<file path="src/inc/ccu_pkg.sv">
// Purpose: Shared constants for the capture/compare unit.
// Assumes: AXI4-Lite register access with 32-bit data, two channels.
// Notes:   Offsets are byte addresses on the register bus.
package ccu_pkg;
	localparam int          NUM_CHAN        = 2;
	localparam int          ADDR_W          = 8;
	// Register offsets
	localparam logic [7:0]  OFF_CTRL_ONE    = 8'h00;
	localparam logic [7:0]  OFF_CTRL_TWO    = 8'h04;
	localparam logic [7:0]  OFF_VALUE_ONE   = 8'h08;
	localparam logic [7:0]  OFF_VALUE_TWO   = 8'h0C;
	localparam logic [7:0]  OFF_TIMER_SEL   = 8'h10;
	localparam logic [7:0]  OFF_FLAG        = 8'h14;
	localparam logic [7:0]  OFF_ENABLE      = 8'h18;
	localparam logic [7:0]  OFF_PORT        = 8'h1C;
	// Field positions
	localparam int          CTRL_MODE_LSB   = 0;
	localparam int          CTRL_DC_LSB     = 4;
	localparam int          FLAG_BASE_BIT   = 1;
	localparam int          SEL_CH_ONE_BIT  = 3;
	localparam int          SEL_CH_TWO_BIT  = 6;
	localparam int          PORT_LATCH_LSB  = 0;
	localparam int          PORT_DIR_LSB    = 8;
	// Reset values
	localparam logic [5:0]  CTRL_RESET      = 6'h00;
	localparam logic [15:0] VALUE_RESET     = 16'h0000;
	localparam logic [1:0]  DIR_RESET       = 2'h3;
	// Mode codes
	localparam logic [3:0]  MODE_OFF        = 4'h0;
	localparam logic [3:0]  MODE_TOGGLE     = 4'h2;
	localparam logic [3:0]  MODE_CAP_FALL   = 4'h4;
	localparam logic [3:0]  MODE_CAP_RISE   = 4'h5;
	localparam logic [3:0]  MODE_CAP_RISE4  = 4'h6;
	localparam logic [3:0]  MODE_CAP_RISE16 = 4'h7;
	localparam logic [3:0]  MODE_SET_HIGH   = 4'h8;
	localparam logic [3:0]  MODE_SET_LOW    = 4'h9;
	localparam logic [3:0]  MODE_SOFT_IRQ   = 4'hA;
	localparam logic [3:0]  MODE_SPECIAL    = 4'hB;
	// Prescaler terminal counts
	localparam logic [3:0]  PRESC_LAST4     = 4'h3;
	localparam logic [3:0]  PRESC_LAST16    = 4'hF;
	// Bus responses
	localparam logic [1:0]  RESP_OKAY       = 2'h0;
	localparam logic [1:0]  RESP_SLVERR     = 2'h2;
endpackage : ccu_pkg

</file>
<file path="src/logic/ccu_pin_sync.sv">
// Purpose: Synchronise channel pins and detect their edges.
// Assumes: Pins may change at any time relative to clk.
// Notes:   Edges are taken from the second and third stages only.
`timescale 1ns/10ps
module ccu_pin_sync #(
	parameter int WIDTH = 2
) (
	input  wire logic             clk,
	input  wire logic             sys_rst,
	input  wire logic [WIDTH-1:0] pin_in,
	output logic      [WIDTH-1:0] rise,
	output logic      [WIDTH-1:0] fall
);
	typedef struct packed {
		logic [WIDTH-1:0] meta;
		logic [WIDTH-1:0] stable;
		logic [WIDTH-1:0] last;
	} ccu_sync_s;

	ccu_sync_s state_reg;
	ccu_sync_s state_next;

	initial begin
		if (WIDTH < 1) $error("ccu_pin_sync: WIDTH must be at least 1");
	end

	always_comb begin
		state_next        = state_reg;
		state_next.meta   = pin_in;
		state_next.stable = state_reg.meta;
		state_next.last   = state_reg.stable;
	end

	always_ff @(posedge clk) begin
		if (sys_rst) begin
			state_reg <= '0;
		end else begin
			state_reg <= state_next;
		end
	end

	// One pulse per edge seen on the settled copy
	assign rise = state_reg.stable & ~state_reg.last;
	assign fall = ~state_reg.stable & state_reg.last;
endmodule : ccu_pin_sync

</file>
<file path="src/logic/ccu_chan.sv">
// Purpose: One capture/compare channel core: event qualify, prescale, match, output latch.
// Assumes: Timer count is already the selected time base.
// Notes:   Pulse outputs are combinational and last one cycle.
`timescale 1ns/10ps
module ccu_chan #(
	parameter int TW = 16
) (
	input  wire logic          clk,
	input  wire logic          sys_rst,
	input  wire logic [3:0]    mode,
	input  wire logic [TW-1:0] value,
	input  wire logic [TW-1:0] timer_count,
	input  wire logic          rise,
	input  wire logic          fall,
	output logic               capture_evt,
	output logic               flag_set,
	output logic               special_evt,
	output logic               cmp_latch
);
	typedef struct packed {
		logic [3:0] prescale;
		logic [3:0] prev_mode;
		logic       eq_prev;
		logic       latch;
	} ccu_chan_s;

	ccu_chan_s state_reg;
	ccu_chan_s state_next;
	logic      equal;
	logic      match;
	logic      cap_switch;

	initial begin
		if (TW < 1 || TW > 32) $error("ccu_chan: TW out of range");
	end

	function automatic logic is_cap(input logic [3:0] m);
		return m[3:2] == 2'b01;
	endfunction : is_cap

	function automatic logic is_cmp(input logic [3:0] m);
		return (m == ccu_pkg::MODE_TOGGLE) || (m[3:2] == 2'b10);
	endfunction : is_cmp

	always_comb begin
		state_next           = state_reg;
		state_next.prev_mode = mode;
		case (mode)
			ccu_pkg::MODE_CAP_FALL:   capture_evt = fall;
			ccu_pkg::MODE_CAP_RISE:   capture_evt = rise;
			ccu_pkg::MODE_CAP_RISE4:  capture_evt = rise && (state_reg.prescale >= ccu_pkg::PRESC_LAST4);
			ccu_pkg::MODE_CAP_RISE16: capture_evt = rise && (state_reg.prescale >= ccu_pkg::PRESC_LAST16);
			default:                  capture_evt = 1'b0;
		endcase
		// Counter survives a direct switch between capture modes
		if (!is_cap(mode)) begin
			state_next.prescale = 4'h0;
		end else if (rise && mode[1]) begin
			state_next.prescale = capture_evt ? 4'h0 : state_reg.prescale + 4'h1;
		end
		equal              = is_cmp(mode) && (value == timer_count);
		match              = equal && !state_reg.eq_prev;
		state_next.eq_prev = equal;
		if (mode == ccu_pkg::MODE_OFF) begin
			state_next.latch = 1'b0;
		end else if (mode != state_reg.prev_mode && mode == ccu_pkg::MODE_SET_HIGH) begin
			state_next.latch = 1'b0;
		end else if (mode != state_reg.prev_mode && mode == ccu_pkg::MODE_SET_LOW) begin
			state_next.latch = 1'b1;
		end else if (match) begin
			case (mode)
				ccu_pkg::MODE_SET_HIGH: state_next.latch = 1'b1;
				ccu_pkg::MODE_SET_LOW:  state_next.latch = 1'b0;
				ccu_pkg::MODE_TOGGLE:   state_next.latch = ~state_reg.latch;
				default:                state_next.latch = state_reg.latch;
			endcase
		end
		// Spurious flag on a direct prescaler change
		cap_switch  = is_cap(mode) && is_cap(state_reg.prev_mode) && (mode != state_reg.prev_mode);
		flag_set    = capture_evt || match || cap_switch;
		special_evt = match && (mode == ccu_pkg::MODE_SPECIAL);
	end

	always_ff @(posedge clk) begin
		if (sys_rst) begin
			state_reg <= '0;
		end else begin
			state_reg <= state_next;
		end
	end

	assign cmp_latch = state_next.latch;
endmodule : ccu_chan

</file>
<file path="src/logic/ccu_top.sv">
// Purpose: Two-channel capture/compare unit with AXI4-Lite registers.
// Assumes: Timer counts come from outside; timers are in timer or synchronised counter mode.
// Notes:   Special event resets are one-cycle pulses back to the timers.
//
// The AXI4-Lite slave port and the register addresses are this design's own decisions.
`timescale 1ns/10ps
// Operation
// - A capture copies the selected 16-bit timer count into the channel value.
// - Capture event is falling, rising, every fourth or every sixteenth rising edge.
// - Every capture sets the channel flag; only software writes clear it.
// - A newer capture overwrites the previous value, no overrun protection.
// - Edge detector watches the pin, so port writes on output can capture.
// - Timer selection bits choose timer one or three per channel.
// - Mode changes may raise a spurious flag; software masks and clears it.
// - Prescaler counter clears whenever channel is off or not capturing.
// - Direct prescaler change keeps counter and may set the flag.
// - Compare mode checks channel value against selected timer for equality.
// - Match drives pin high, low, toggles, or leaves port latch.
// - Flag is set together with the pin action on every match.
// - Zero written to control forces the compare output latch low.
// - Software interrupt mode sets only the flag, pin untouched.
// - Channel two trigger resets timer and may start conversion; one resets only.
// - A trigger resetting a shared timer affects the other channel too.
// - Both channels in pulse-width mode share one period and update rate.
// - Capture codes 0100, 0101, 0110, 0111 as falling, rising, fourth, sixteenth.
// - Compare codes 0010 toggle, 1000 set high, 1001 set low, 1011 trigger.
// - Code 0000 disables the channel and resets its internal state.
module ccu_top #(
	parameter int TW = 16
) (
	input  wire logic                        clk,
	input  wire logic                        sys_rst,
	// AXI4-Lite slave
	input  wire logic [ccu_pkg::ADDR_W-1:0]  s_axi_awaddr,
	input  wire logic                        s_axi_awvalid,
	output logic                             s_axi_awready,
	input  wire logic [31:0]                 s_axi_wdata,
	input  wire logic [3:0]                  s_axi_wstrb,
	input  wire logic                        s_axi_wvalid,
	output logic                             s_axi_wready,
	output logic [1:0]                       s_axi_bresp,
	output logic                             s_axi_bvalid,
	input  wire logic                        s_axi_bready,
	input  wire logic [ccu_pkg::ADDR_W-1:0]  s_axi_araddr,
	input  wire logic                        s_axi_arvalid,
	output logic                             s_axi_arready,
	output logic [31:0]                      s_axi_rdata,
	output logic [1:0]                       s_axi_rresp,
	output logic                             s_axi_rvalid,
	input  wire logic                        s_axi_rready,
	// Time bases
	input  wire logic [TW-1:0]               timer_one_count,
	input  wire logic [TW-1:0]               timer_three_count,
	input  wire logic                        timer_two_period,
	output logic                             timer_one_reset,
	output logic                             timer_three_reset,
	output logic [1:0]                       pwm_period_tick,
	// Conversion trigger
	input  wire logic                        adc_enable,
	output logic                             adc_start,
	// Channel pins and interrupt requests
	input  wire logic [1:0]                  pin_in,
	output logic [1:0]                       pin_out,
	output logic [1:0]                       pin_oe_n,
	output logic [1:0]                       chan_irq_req
);
	localparam int NC = ccu_pkg::NUM_CHAN;

	typedef struct packed {
		logic [NC-1:0][5:0]    chan_control;
		logic [NC-1:0][TW-1:0] chan_value;
		logic [NC-1:0]         timer_sel;
		logic [NC-1:0]         chan_irq_flag;
		logic [NC-1:0]         chan_irq_enable;
		logic [NC-1:0]         port_latch;
		logic [NC-1:0]         port_direction;
		logic                  bvalid;
		logic [1:0]            bresp;
		logic                  rvalid;
		logic [1:0]            rresp;
		logic [31:0]           rdata;
		logic [NC-1:0]         pin_out;
		logic [NC-1:0]         irq_req;
		logic                  t1_reset;
		logic                  t3_reset;
		logic                  adc_go;
		logic [NC-1:0]         pwm_tick;
	} ccu_top_s;

	ccu_top_s              state_reg;
	ccu_top_s              state_next;
	logic [NC-1:0]         rise;
	logic [NC-1:0]         fall;
	logic [NC-1:0]         capture_evt;
	logic [NC-1:0]         flag_set;
	logic [NC-1:0]         special_evt;
	logic [NC-1:0]         cmp_latch;
	logic [NC-1:0][TW-1:0] chan_timer;
	logic [NC-1:0][3:0]    chan_mode;
	logic                  wr_take;
	logic                  rd_take;
	logic                  wr_hit;
	logic                  rd_hit;
	logic [31:0]           rd_word;
	logic [31:0]           cur_word;
	logic [31:0]           new_word;

	initial begin
		if (TW != 16) $error("ccu_top: channel value is 16 bits wide");
		if (NC != 2) $error("ccu_top: exactly two channels are supported");
	end

	// Byte-lane merge for register writes
	function automatic logic [31:0] merge_strb(input logic [31:0] old_w, input logic [31:0] new_w,
						   input logic [3:0] strb);
		logic [31:0] res;
		res = old_w;
		for (int b = 0; b < 4; b++) begin
			if (strb[b]) res[b*8 +: 8] = new_w[b*8 +: 8];
		end
		return res;
	endfunction : merge_strb

	function automatic logic is_cmp_pin(input logic [3:0] m);
		return (m == ccu_pkg::MODE_TOGGLE) || (m == ccu_pkg::MODE_SET_HIGH) ||
		       (m == ccu_pkg::MODE_SET_LOW) || (m == ccu_pkg::MODE_SPECIAL);
	endfunction : is_cmp_pin

	// Current contents of a mapped register
	function automatic logic [31:0] reg_word(input ccu_top_s s, input logic [7:0] a, output logic hit);
		logic [31:0] w;
		w   = 32'h0000_0000;
		hit = 1'b1;
		case (a)
			ccu_pkg::OFF_CTRL_ONE:  w[5:0]  = s.chan_control[0];
			ccu_pkg::OFF_CTRL_TWO:  w[5:0]  = s.chan_control[1];
			ccu_pkg::OFF_VALUE_ONE: w[15:0] = s.chan_value[0];
			ccu_pkg::OFF_VALUE_TWO: w[15:0] = s.chan_value[1];
			ccu_pkg::OFF_TIMER_SEL: begin
				w[ccu_pkg::SEL_CH_ONE_BIT] = s.timer_sel[0];
				w[ccu_pkg::SEL_CH_TWO_BIT] = s.timer_sel[1];
			end
			ccu_pkg::OFF_FLAG:      w[ccu_pkg::FLAG_BASE_BIT +: NC] = s.chan_irq_flag;
			ccu_pkg::OFF_ENABLE:    w[ccu_pkg::FLAG_BASE_BIT +: NC] = s.chan_irq_enable;
			ccu_pkg::OFF_PORT: begin
				w[ccu_pkg::PORT_LATCH_LSB +: NC] = s.port_latch;
				w[ccu_pkg::PORT_DIR_LSB +: NC]   = s.port_direction;
			end
			default:                hit = 1'b0;
		endcase
		return w;
	endfunction : reg_word

	ccu_pin_sync #(
		.WIDTH   (NC)
	) u_sync (
		.clk     (clk),
		.sys_rst (sys_rst),
		.pin_in  (pin_in),
		.rise    (rise),
		.fall    (fall)
	);

	for (genvar g = 0; g < NC; g++) begin : g_chan
		assign chan_mode[g]  = state_reg.chan_control[g][ccu_pkg::CTRL_MODE_LSB +: 4];
		assign chan_timer[g] = state_reg.timer_sel[g] ? timer_three_count : timer_one_count;

		ccu_chan #(
			.TW          (TW)
		) u_chan (
			.clk         (clk),
			.sys_rst     (sys_rst),
			.mode        (chan_mode[g]),
			.value       (state_reg.chan_value[g]),
			.timer_count (chan_timer[g]),
			.rise        (rise[g]),
			.fall        (fall[g]),
			.capture_evt (capture_evt[g]),
			.flag_set    (flag_set[g]),
			.special_evt (special_evt[g]),
			.cmp_latch   (cmp_latch[g])
		);
	end

	// Both write channels are taken together, one write outstanding
	assign wr_take = s_axi_awvalid && s_axi_wvalid && !state_reg.bvalid;
	assign rd_take = s_axi_arvalid && !state_reg.rvalid;

	always_comb begin
		state_next = state_reg;
		cur_word   = reg_word(state_reg, s_axi_awaddr, wr_hit);
		new_word   = merge_strb(cur_word, s_axi_wdata, s_axi_wstrb);
		rd_word    = reg_word(state_reg, s_axi_araddr, rd_hit);

		// Write response
		if (state_reg.bvalid && s_axi_bready) begin
			state_next.bvalid = 1'b0;
		end
		if (wr_take) begin
			state_next.bvalid = 1'b1;
			state_next.bresp  = wr_hit ? ccu_pkg::RESP_OKAY : ccu_pkg::RESP_SLVERR;
			case (s_axi_awaddr)
				ccu_pkg::OFF_CTRL_ONE:  state_next.chan_control[0] = new_word[5:0];
				ccu_pkg::OFF_CTRL_TWO:  state_next.chan_control[1] = new_word[5:0];
				ccu_pkg::OFF_VALUE_ONE: state_next.chan_value[0]   = new_word[15:0];
				ccu_pkg::OFF_VALUE_TWO: state_next.chan_value[1]   = new_word[15:0];
				ccu_pkg::OFF_TIMER_SEL: begin
					state_next.timer_sel[0] = new_word[ccu_pkg::SEL_CH_ONE_BIT];
					state_next.timer_sel[1] = new_word[ccu_pkg::SEL_CH_TWO_BIT];
				end
				ccu_pkg::OFF_FLAG:      state_next.chan_irq_flag   = new_word[ccu_pkg::FLAG_BASE_BIT +: NC];
				ccu_pkg::OFF_ENABLE:    state_next.chan_irq_enable = new_word[ccu_pkg::FLAG_BASE_BIT +: NC];
				ccu_pkg::OFF_PORT: begin
					state_next.port_latch     = new_word[ccu_pkg::PORT_LATCH_LSB +: NC];
					state_next.port_direction = new_word[ccu_pkg::PORT_DIR_LSB +: NC];
				end
				default: begin
				end
			endcase
		end

		// Read response
		if (state_reg.rvalid && s_axi_rready) begin
			state_next.rvalid = 1'b0;
		end
		if (rd_take) begin
			state_next.rvalid = 1'b1;
			state_next.rdata  = rd_word;
			state_next.rresp  = rd_hit ? ccu_pkg::RESP_OKAY : ccu_pkg::RESP_SLVERR;
		end

		for (int c = 0; c < NC; c++) begin
			// Hardware capture beats a same-cycle software write
			if (capture_evt[c]) begin
				state_next.chan_value[c] = chan_timer[c];
			end
			// Hardware set beats a same-cycle software clear
			if (flag_set[c]) begin
				state_next.chan_irq_flag[c] = 1'b1;
			end
			// Compare latch drives the pin only in pin-driving compare modes
			if (is_cmp_pin(chan_mode[c])) begin
				state_next.pin_out[c] = cmp_latch[c];
			end else begin
				state_next.pin_out[c] = state_next.port_latch[c];
			end
			// Both channels tick from the single period source
			state_next.pwm_tick[c] = timer_two_period && (chan_mode[c][3:2] == 2'b11);
		end

		// Trigger resets whichever timer the channel uses, shared or not
		state_next.t1_reset = (special_evt[0] && !state_reg.timer_sel[0]) ||
				      (special_evt[1] && !state_reg.timer_sel[1]);
		state_next.t3_reset = (special_evt[0] && state_reg.timer_sel[0]) ||
				      (special_evt[1] && state_reg.timer_sel[1]);
		state_next.adc_go   = special_evt[1] && adc_enable;
		state_next.irq_req  = state_next.chan_irq_flag & state_next.chan_irq_enable;
	end

	always_ff @(posedge clk) begin
		if (sys_rst) begin
			state_reg                 <= '0;
			state_reg.chan_control    <= {NC{ccu_pkg::CTRL_RESET}};
			state_reg.chan_value      <= {NC{ccu_pkg::VALUE_RESET}};
			state_reg.port_direction  <= ccu_pkg::DIR_RESET;
		end else begin
			state_reg <= state_next;
		end
	end

	assign s_axi_awready     = wr_take;
	assign s_axi_wready      = wr_take;
	assign s_axi_bvalid      = state_reg.bvalid;
	assign s_axi_bresp       = state_reg.bresp;
	assign s_axi_arready     = rd_take;
	assign s_axi_rvalid      = state_reg.rvalid;
	assign s_axi_rdata       = state_reg.rdata;
	assign s_axi_rresp       = state_reg.rresp;
	assign timer_one_reset   = state_reg.t1_reset;
	assign timer_three_reset = state_reg.t3_reset;
	assign adc_start         = state_reg.adc_go;
	assign pwm_period_tick   = state_reg.pwm_tick;
	assign pin_out           = state_reg.pin_out;
	// Direction bit set means input, so the driver is released
	assign pin_oe_n          = state_reg.port_direction;
	assign chan_irq_req      = state_reg.irq_req;
endmodule : ccu_top

</file>
<file path="config.mk">
export PLATFORM = sky130hd
export DESIGN_NAME = ccu_top
export DESIGN_NICKNAME = d
export VERILOG_FILES = /design/src/inc/ccu_pkg.sv /design/src/logic/ccu_pin_sync.sv /design/src/logic/ccu_chan.sv /design/src/logic/ccu_top.sv
export SDC_FILE = /design/constraint.sdc
export NUM_CORES = 1
export LEC_CHECK = 0
export BUFFER_PORTS_ARGS = -buffer_cell sky130_fd_sc_hd__buf_2
export CAP_MARGIN = 20
export CORE_ASPECT_RATIO = 0.9
export CORE_UTILIZATION = 40
export CTS_BUF_LIST = sky130_fd_sc_hd__clkbuf_4 sky130_fd_sc_hd__clkbuf_8 sky130_fd_sc_hd__clkbuf_16
export DETAILED_ROUTE_END_ITERATION = 10
export GPL_ROUTABILITY_DRIVEN = 0
export SLEW_MARGIN = 20
export SYNTH_ARGS = -nofsm -noshare
export SYNTH_HDL_FRONTEND = slang
export SYNTH_SLANG_ARGS = --single-unit
</file>
<file path="constraint.sdc">
create_clock -name clk -period 5.2 [get_ports clk]
set_clock_uncertainty 0.05 [all_clocks]
set_input_delay 1.04 -clock clk [delete_from_list [all_inputs] [get_ports clk]]
set_output_delay 1.04 -clock clk [all_outputs]
set_load 0.02 [all_outputs]
</file>
* Word-level counts from Yosys, hierarchy flattened
Cells that the tools add are included.
Operators by class: reductions and logical operators 72, multiplexer cells 56, eq/ne operators 42, order comparisons 4, bitwise gates (word level) 9, add/sub/neg operators 2
Operators by type and width (number):
- $mux 16 | 6
- $eq 8x5->1 const B | 8
- $mux 45 | 1
- $mux 35 | 1
- $eq 16x16->1 | 2
- $eq 4x3->1 const B | 8
- $eq 8x4->1 const B | 4
- $logic_and 1x1->1 | 32
- $eq 4x4->1 const B | 6
- $pmux 6 s2 | 2
- $pmux 1 s5 | 4
- $eq 8x3->1 const B | 2
- $logic_not 8->1 | 2
- $mux 1 | 16
- $mux 8 | 2
- $pmux 2 s4 | 2
- $reduce_or 8->1 | 2
- $logic_or 1x1->1 | 14
- $pmux 1 s7 | 2
- $mux 4 | 3
- $pmux 1 s3 | 4
- $pmux 1 s6 | 2
- $reduce_and 2->1 | 6
- $reduce_bool 2->1 | 6
- other kinds (18) | 48
Word-level totals: register bits after elaboration 111, bits of input ports 95, logic and storage cells 216

* Depth between registers and ports, before layout
depth after elaboration 9, depth in mapped cells 9, gate-level depth less buffers 7

* By module
Synthesis repeated with hierarchy kept, for this count alone.
Second synthesis, totals: cell total of the unflattened synthesis 804, area, all modules 6919.1 µm²
Modules (own cells, without submodules):
- ccu_top | cells each 610, times used 1, area each 5137.4 µm², seq. area each 1661.6 µm²
- ccu_chan | cells each 89, times used 2, area each 799.5 µm², seq. area each 200.2 µm²
- ccu_pin_sync | cells each 16, times used 1, area each 182.7 µm², seq. area each 120.1 µm²

* Worst setup path after synthesis
OpenSTA, ideal clock, no wires.
path type input-to-output, start input port s_axi_wvalid, end output port s_axi_wready, stages 3, data required time 4110 ps, slack 2252 ps, arrival 1858 ps, path through nand3b_1 > clkinv_1 > buf_4
Between the ends: cells in the longest elaborated chain, start to end 2
RTL lines:
- start, declared | line ccu_top.sv:39 | input wire logic s_axi_wvalid,
- $logic_and 1x1->1 (2 in series) | line ccu_top.sv:186 | assign wr_take = s_axi_awvalid && s_axi_wvalid && !state_reg.bvalid;
- end, declared | line ccu_top.sv:40 | output logic s_axi_wready,
Every way passes these cells.

* Worst setup path in the final report
start input port s_axi_wvalid, end output port s_axi_awready
Between the ends: cells in the longest elaborated chain, start to end 2
RTL lines:
- $logic_and 1x1->1 (2 in series) | line ccu_top.sv:186
- end, declared | line ccu_top.sv:36 | output logic s_axi_awready,
Every way passes these cells.

==> flow_summary_export.csv <==
group,metric,value,unit
timing,fmax,0.295,GHz
setup_path,end_kind,"output pin",
cts,ctsResizeCount,0,
layout,fillCellCount,1652,
setup_path,startpoint,"s_axi_wvalid",
synth,synth_cell_type_count,74,
layout,regArea,2180,µm²
layout,antenna_cells,0,
route,wl_per_cell,18.4,µm
setup_path,startpoint_type,"input port",
cts,cts_root_buffer,"clkbuf_16",
layout,fin_cells,1074,
timing,relSlewSlack,33.6,%
cts,post_cts_buffers,0,
setup_path,arrival,2300,ps
timing,rsz0062_at_grt,"no",
setup_path,crit_fanout,11,
route,wl,19800,µm
route,vias,6106,
grt,grt_start_max_net_pins,48,
synth,synth.avg_cell_area,8.33,µm²
grt,grt_pass1_vias,5654,
synth,netlist_area,6790,µm²
place,dp_cells,1060,
grt,overflow,0,
cts,clk_pin_slew_worst_paths,60,ps
worst_hold_path,min-delay-path-class,"flip-flop to flip-flop",
grt,antenna_found_initial,0,
pwr,ir_worst_vdd,0.169,mV
cts,clock-sinks,109,
setup_path,ff2ff_path_depth,7,
setup_path,required,4110,ps
setup_path,cp_slowest_stage_delay,520,ps
setup_path,cp_slowest_cell,"clkinv_1",
die,die_w,139,µm
place,post_dp_cell_area,7160,µm²
timing,min_period_over_period,65.2,%
timing,finalSetupViolations,0,
die,initial_utilization,41.5,%
cts,tritoncts,"built",
setup_path,crit_buf_inv,3,
route,dr.pass1.iters,5,
cts,cts_made_buffers,9,
cts,cts_buffer_depth,2,
timing,finalCriticalPeriod,3390,ps
cts,htree_levels,3,
setup_path,crit_end,"s_axi_awready",
place,io_buffers,110,
job,maxCapViolCount,0,
layout,drive_above_1_share,18.5,%
setup_path,crit_chain,"buf_2 > nand3b_1 > clkinv_1 > buf_2",
route,viasPerCell,5.69,
die,dieArea,17500,µm²
die,num_io_pins,147,
synth,async_flop_share,0,%
layout,largest_reg_flops,44,
setup_path,worstReg2RegStart,"state_reg[55]",
outcome,outcome,"complete, no violations",
synth,synthCells,815,
setup_path,r2r-end,"timer_three_reset",
setup_path,rrSetupSlack,1860,ps
setup_path,cp_common_cell,"buf_2",
pwr,power_density,225,nW/µm²
layout,fin_area,7430,µm²
synth,synth_ff_type,"dfxtp_1",
timing,tightest_slew,996,ps
synth,seq_area_frac_synth,32.1,%
place,dpl.hpwl,14800,µm
timing,tns,0,ps
setup_path,cp_top_family,"buffers and inverters",
timing,finalMaxSlewViolations,0,
layout,area_growth,9.42,%
synth,synth_seq_cells,109,
layout,multi_input_area,4060,µm²
synth,synth-edff-count,0,
pwr,p_leak,2.79,nW
die,die_h,126,µm
grt,grt_use_total,23.1,%
die,fp-row-count,44,
synth,yosysWarnings,0,
cts,cts_hold_repair.buffers,0,
setup_path,critical_path_depth,4,
die,core,16400,µm²
timing,hold_viol_final,0,
grt,grt_pass1_wl,31100,µm
layout,layout.nets,961,
route,ant_nets,0,
route,drc,0,
route,drt_iter0_drc,387,
setup_path,crit_type,"input port to output pin",
cts,clock_latency,360,ps
[worst min-delay path by stage]
stage / start / to / cells past startpoint
after global routing: u_sync.state_next[3] / u_sync.state_next[1] / 1
final: u_sync.state_next[3] / u_sync.state_next[1] / 1
after detailed placement: u_sync.state_next[2] / u_sync.state_next[0] / 1
after floorplan: u_sync.state_next[2] / u_sync.state_next[0] / 1
after CTS: u_sync.state_next[3] / u_sync.state_next[1] / 1
after global placement: u_sync.state_next[2] / u_sync.state_next[0] / 1
[through the flow]
step           worst slack [ps]  util (%)  power [mW]  hold slack [ps]
2_1_floorplan              2250         -       0.988              364
3_3_place_gp               1780      43.8        1.04              371
3_5_place_dp               1770      43.8        1.04              378
4_1_cts                    1830      45.4        1.69              394
5_1_grt                    1740      45.4        1.73              407
6_report                   1810      45.4        1.67              387
[layout make-up]
type                    count  share of cell area [%]
repair buffers            116                    8.02
clock buffers              10                    3.22
well taps                 207                    3.49
inverters                  18                   0.910
clock inverters             4                   0.354
multi-input cells         610                    54.6
flip-flops and latches    109                    29.4
[logic make-up (layout without fill, tap and decap cells)]
logic type | count (synthesis) | after routing | share of synthesized area, %
mux | 79 | 79 | 12.9
buf+inv | 113 | 148 | 9.16
fa+ha+maj | 2 | 2 | 0.369
compound gates | 181 | 181 | 18.0
other cells | 1 | 18 | 0.0552
xor+xnor | 45 | 45 | 5.81
flops | 109 | 109 | 32.1
simple gates | 285 | 285 | 21.6
[worst reg2reg max path, cell delays in order (launching register included)]
cell     delay [ps]
dfxtp_1         880
buf_4           320
mux2i_2         350
xnor2_1         150
nor4_1          370
nand4_1         300
nor3_1          560
a22o_1          280
[cells in the final DEF, fill, tap and decap left out, types with 10 or more instances in the layout]
cell type	instances
nand3_1	18
nor2_1	83
xnor2_1	34
nor2b_1	13
buf_2	110
dfxtp_1	109
a211oi_1	21
xor2_1	11
mux2i_1	68
nand2_1	56
and3_1	15
inv_1	14
nor3_1	27
conb_1	18
a21oi_1	61
or3_1	10
o21ai_0	23
[metal layers]
metal  vias up  routed length [µm]  GRT usage, %  part of all wire [%]
met5         -                   0             0                     0
met4         0                 456          7.52                   2.3
met3        36                1120          4.48                   5.6
met2       207                8860          36.3                    45
met1      2891                9370          31.8                    47
li1       2972                   -             -                     -
[where the power goes]
group          switching [mW]  internal (mW)  leakage (nW)  total [mW]
Sequential            0.00341          0.840         0.880       0.844
Combinational           0.120         0.0604          1.78       0.180
Clock                   0.318          0.332         0.130       0.650
[cell usage after synthesis, drive strengths merged (5+ instances only)]
master	count	area, µm²
a211oi	22	170
inv	14	52.6
nand4	5	31.3
nand3b	6	45.0
buf	62	430
mux2i	70	717
o21bai	5	37.5
mux4	5	113
nor4	12	87.6
nor3	29	161
clkbuf	33	124
a31oi	6	37.5
nor2b	13	81.3
xor2	11	96.3
or4	8	67.6
a22o	8	70.1
nand3	18	90.1
or3	10	62.6
dfxtp	109	2180
o31a	6	52.6
and2	6	37.5
o21a	6	45.0
nand2	56	210
nor2	83	312
nand2b	9	56.3
o221ai	6	52.6
o21ai	24	120
a21oi	61	305
and3	15	93.8
xnor2	34	298
a221oi	7	67.6
Power figures use the tool's default switching activity.
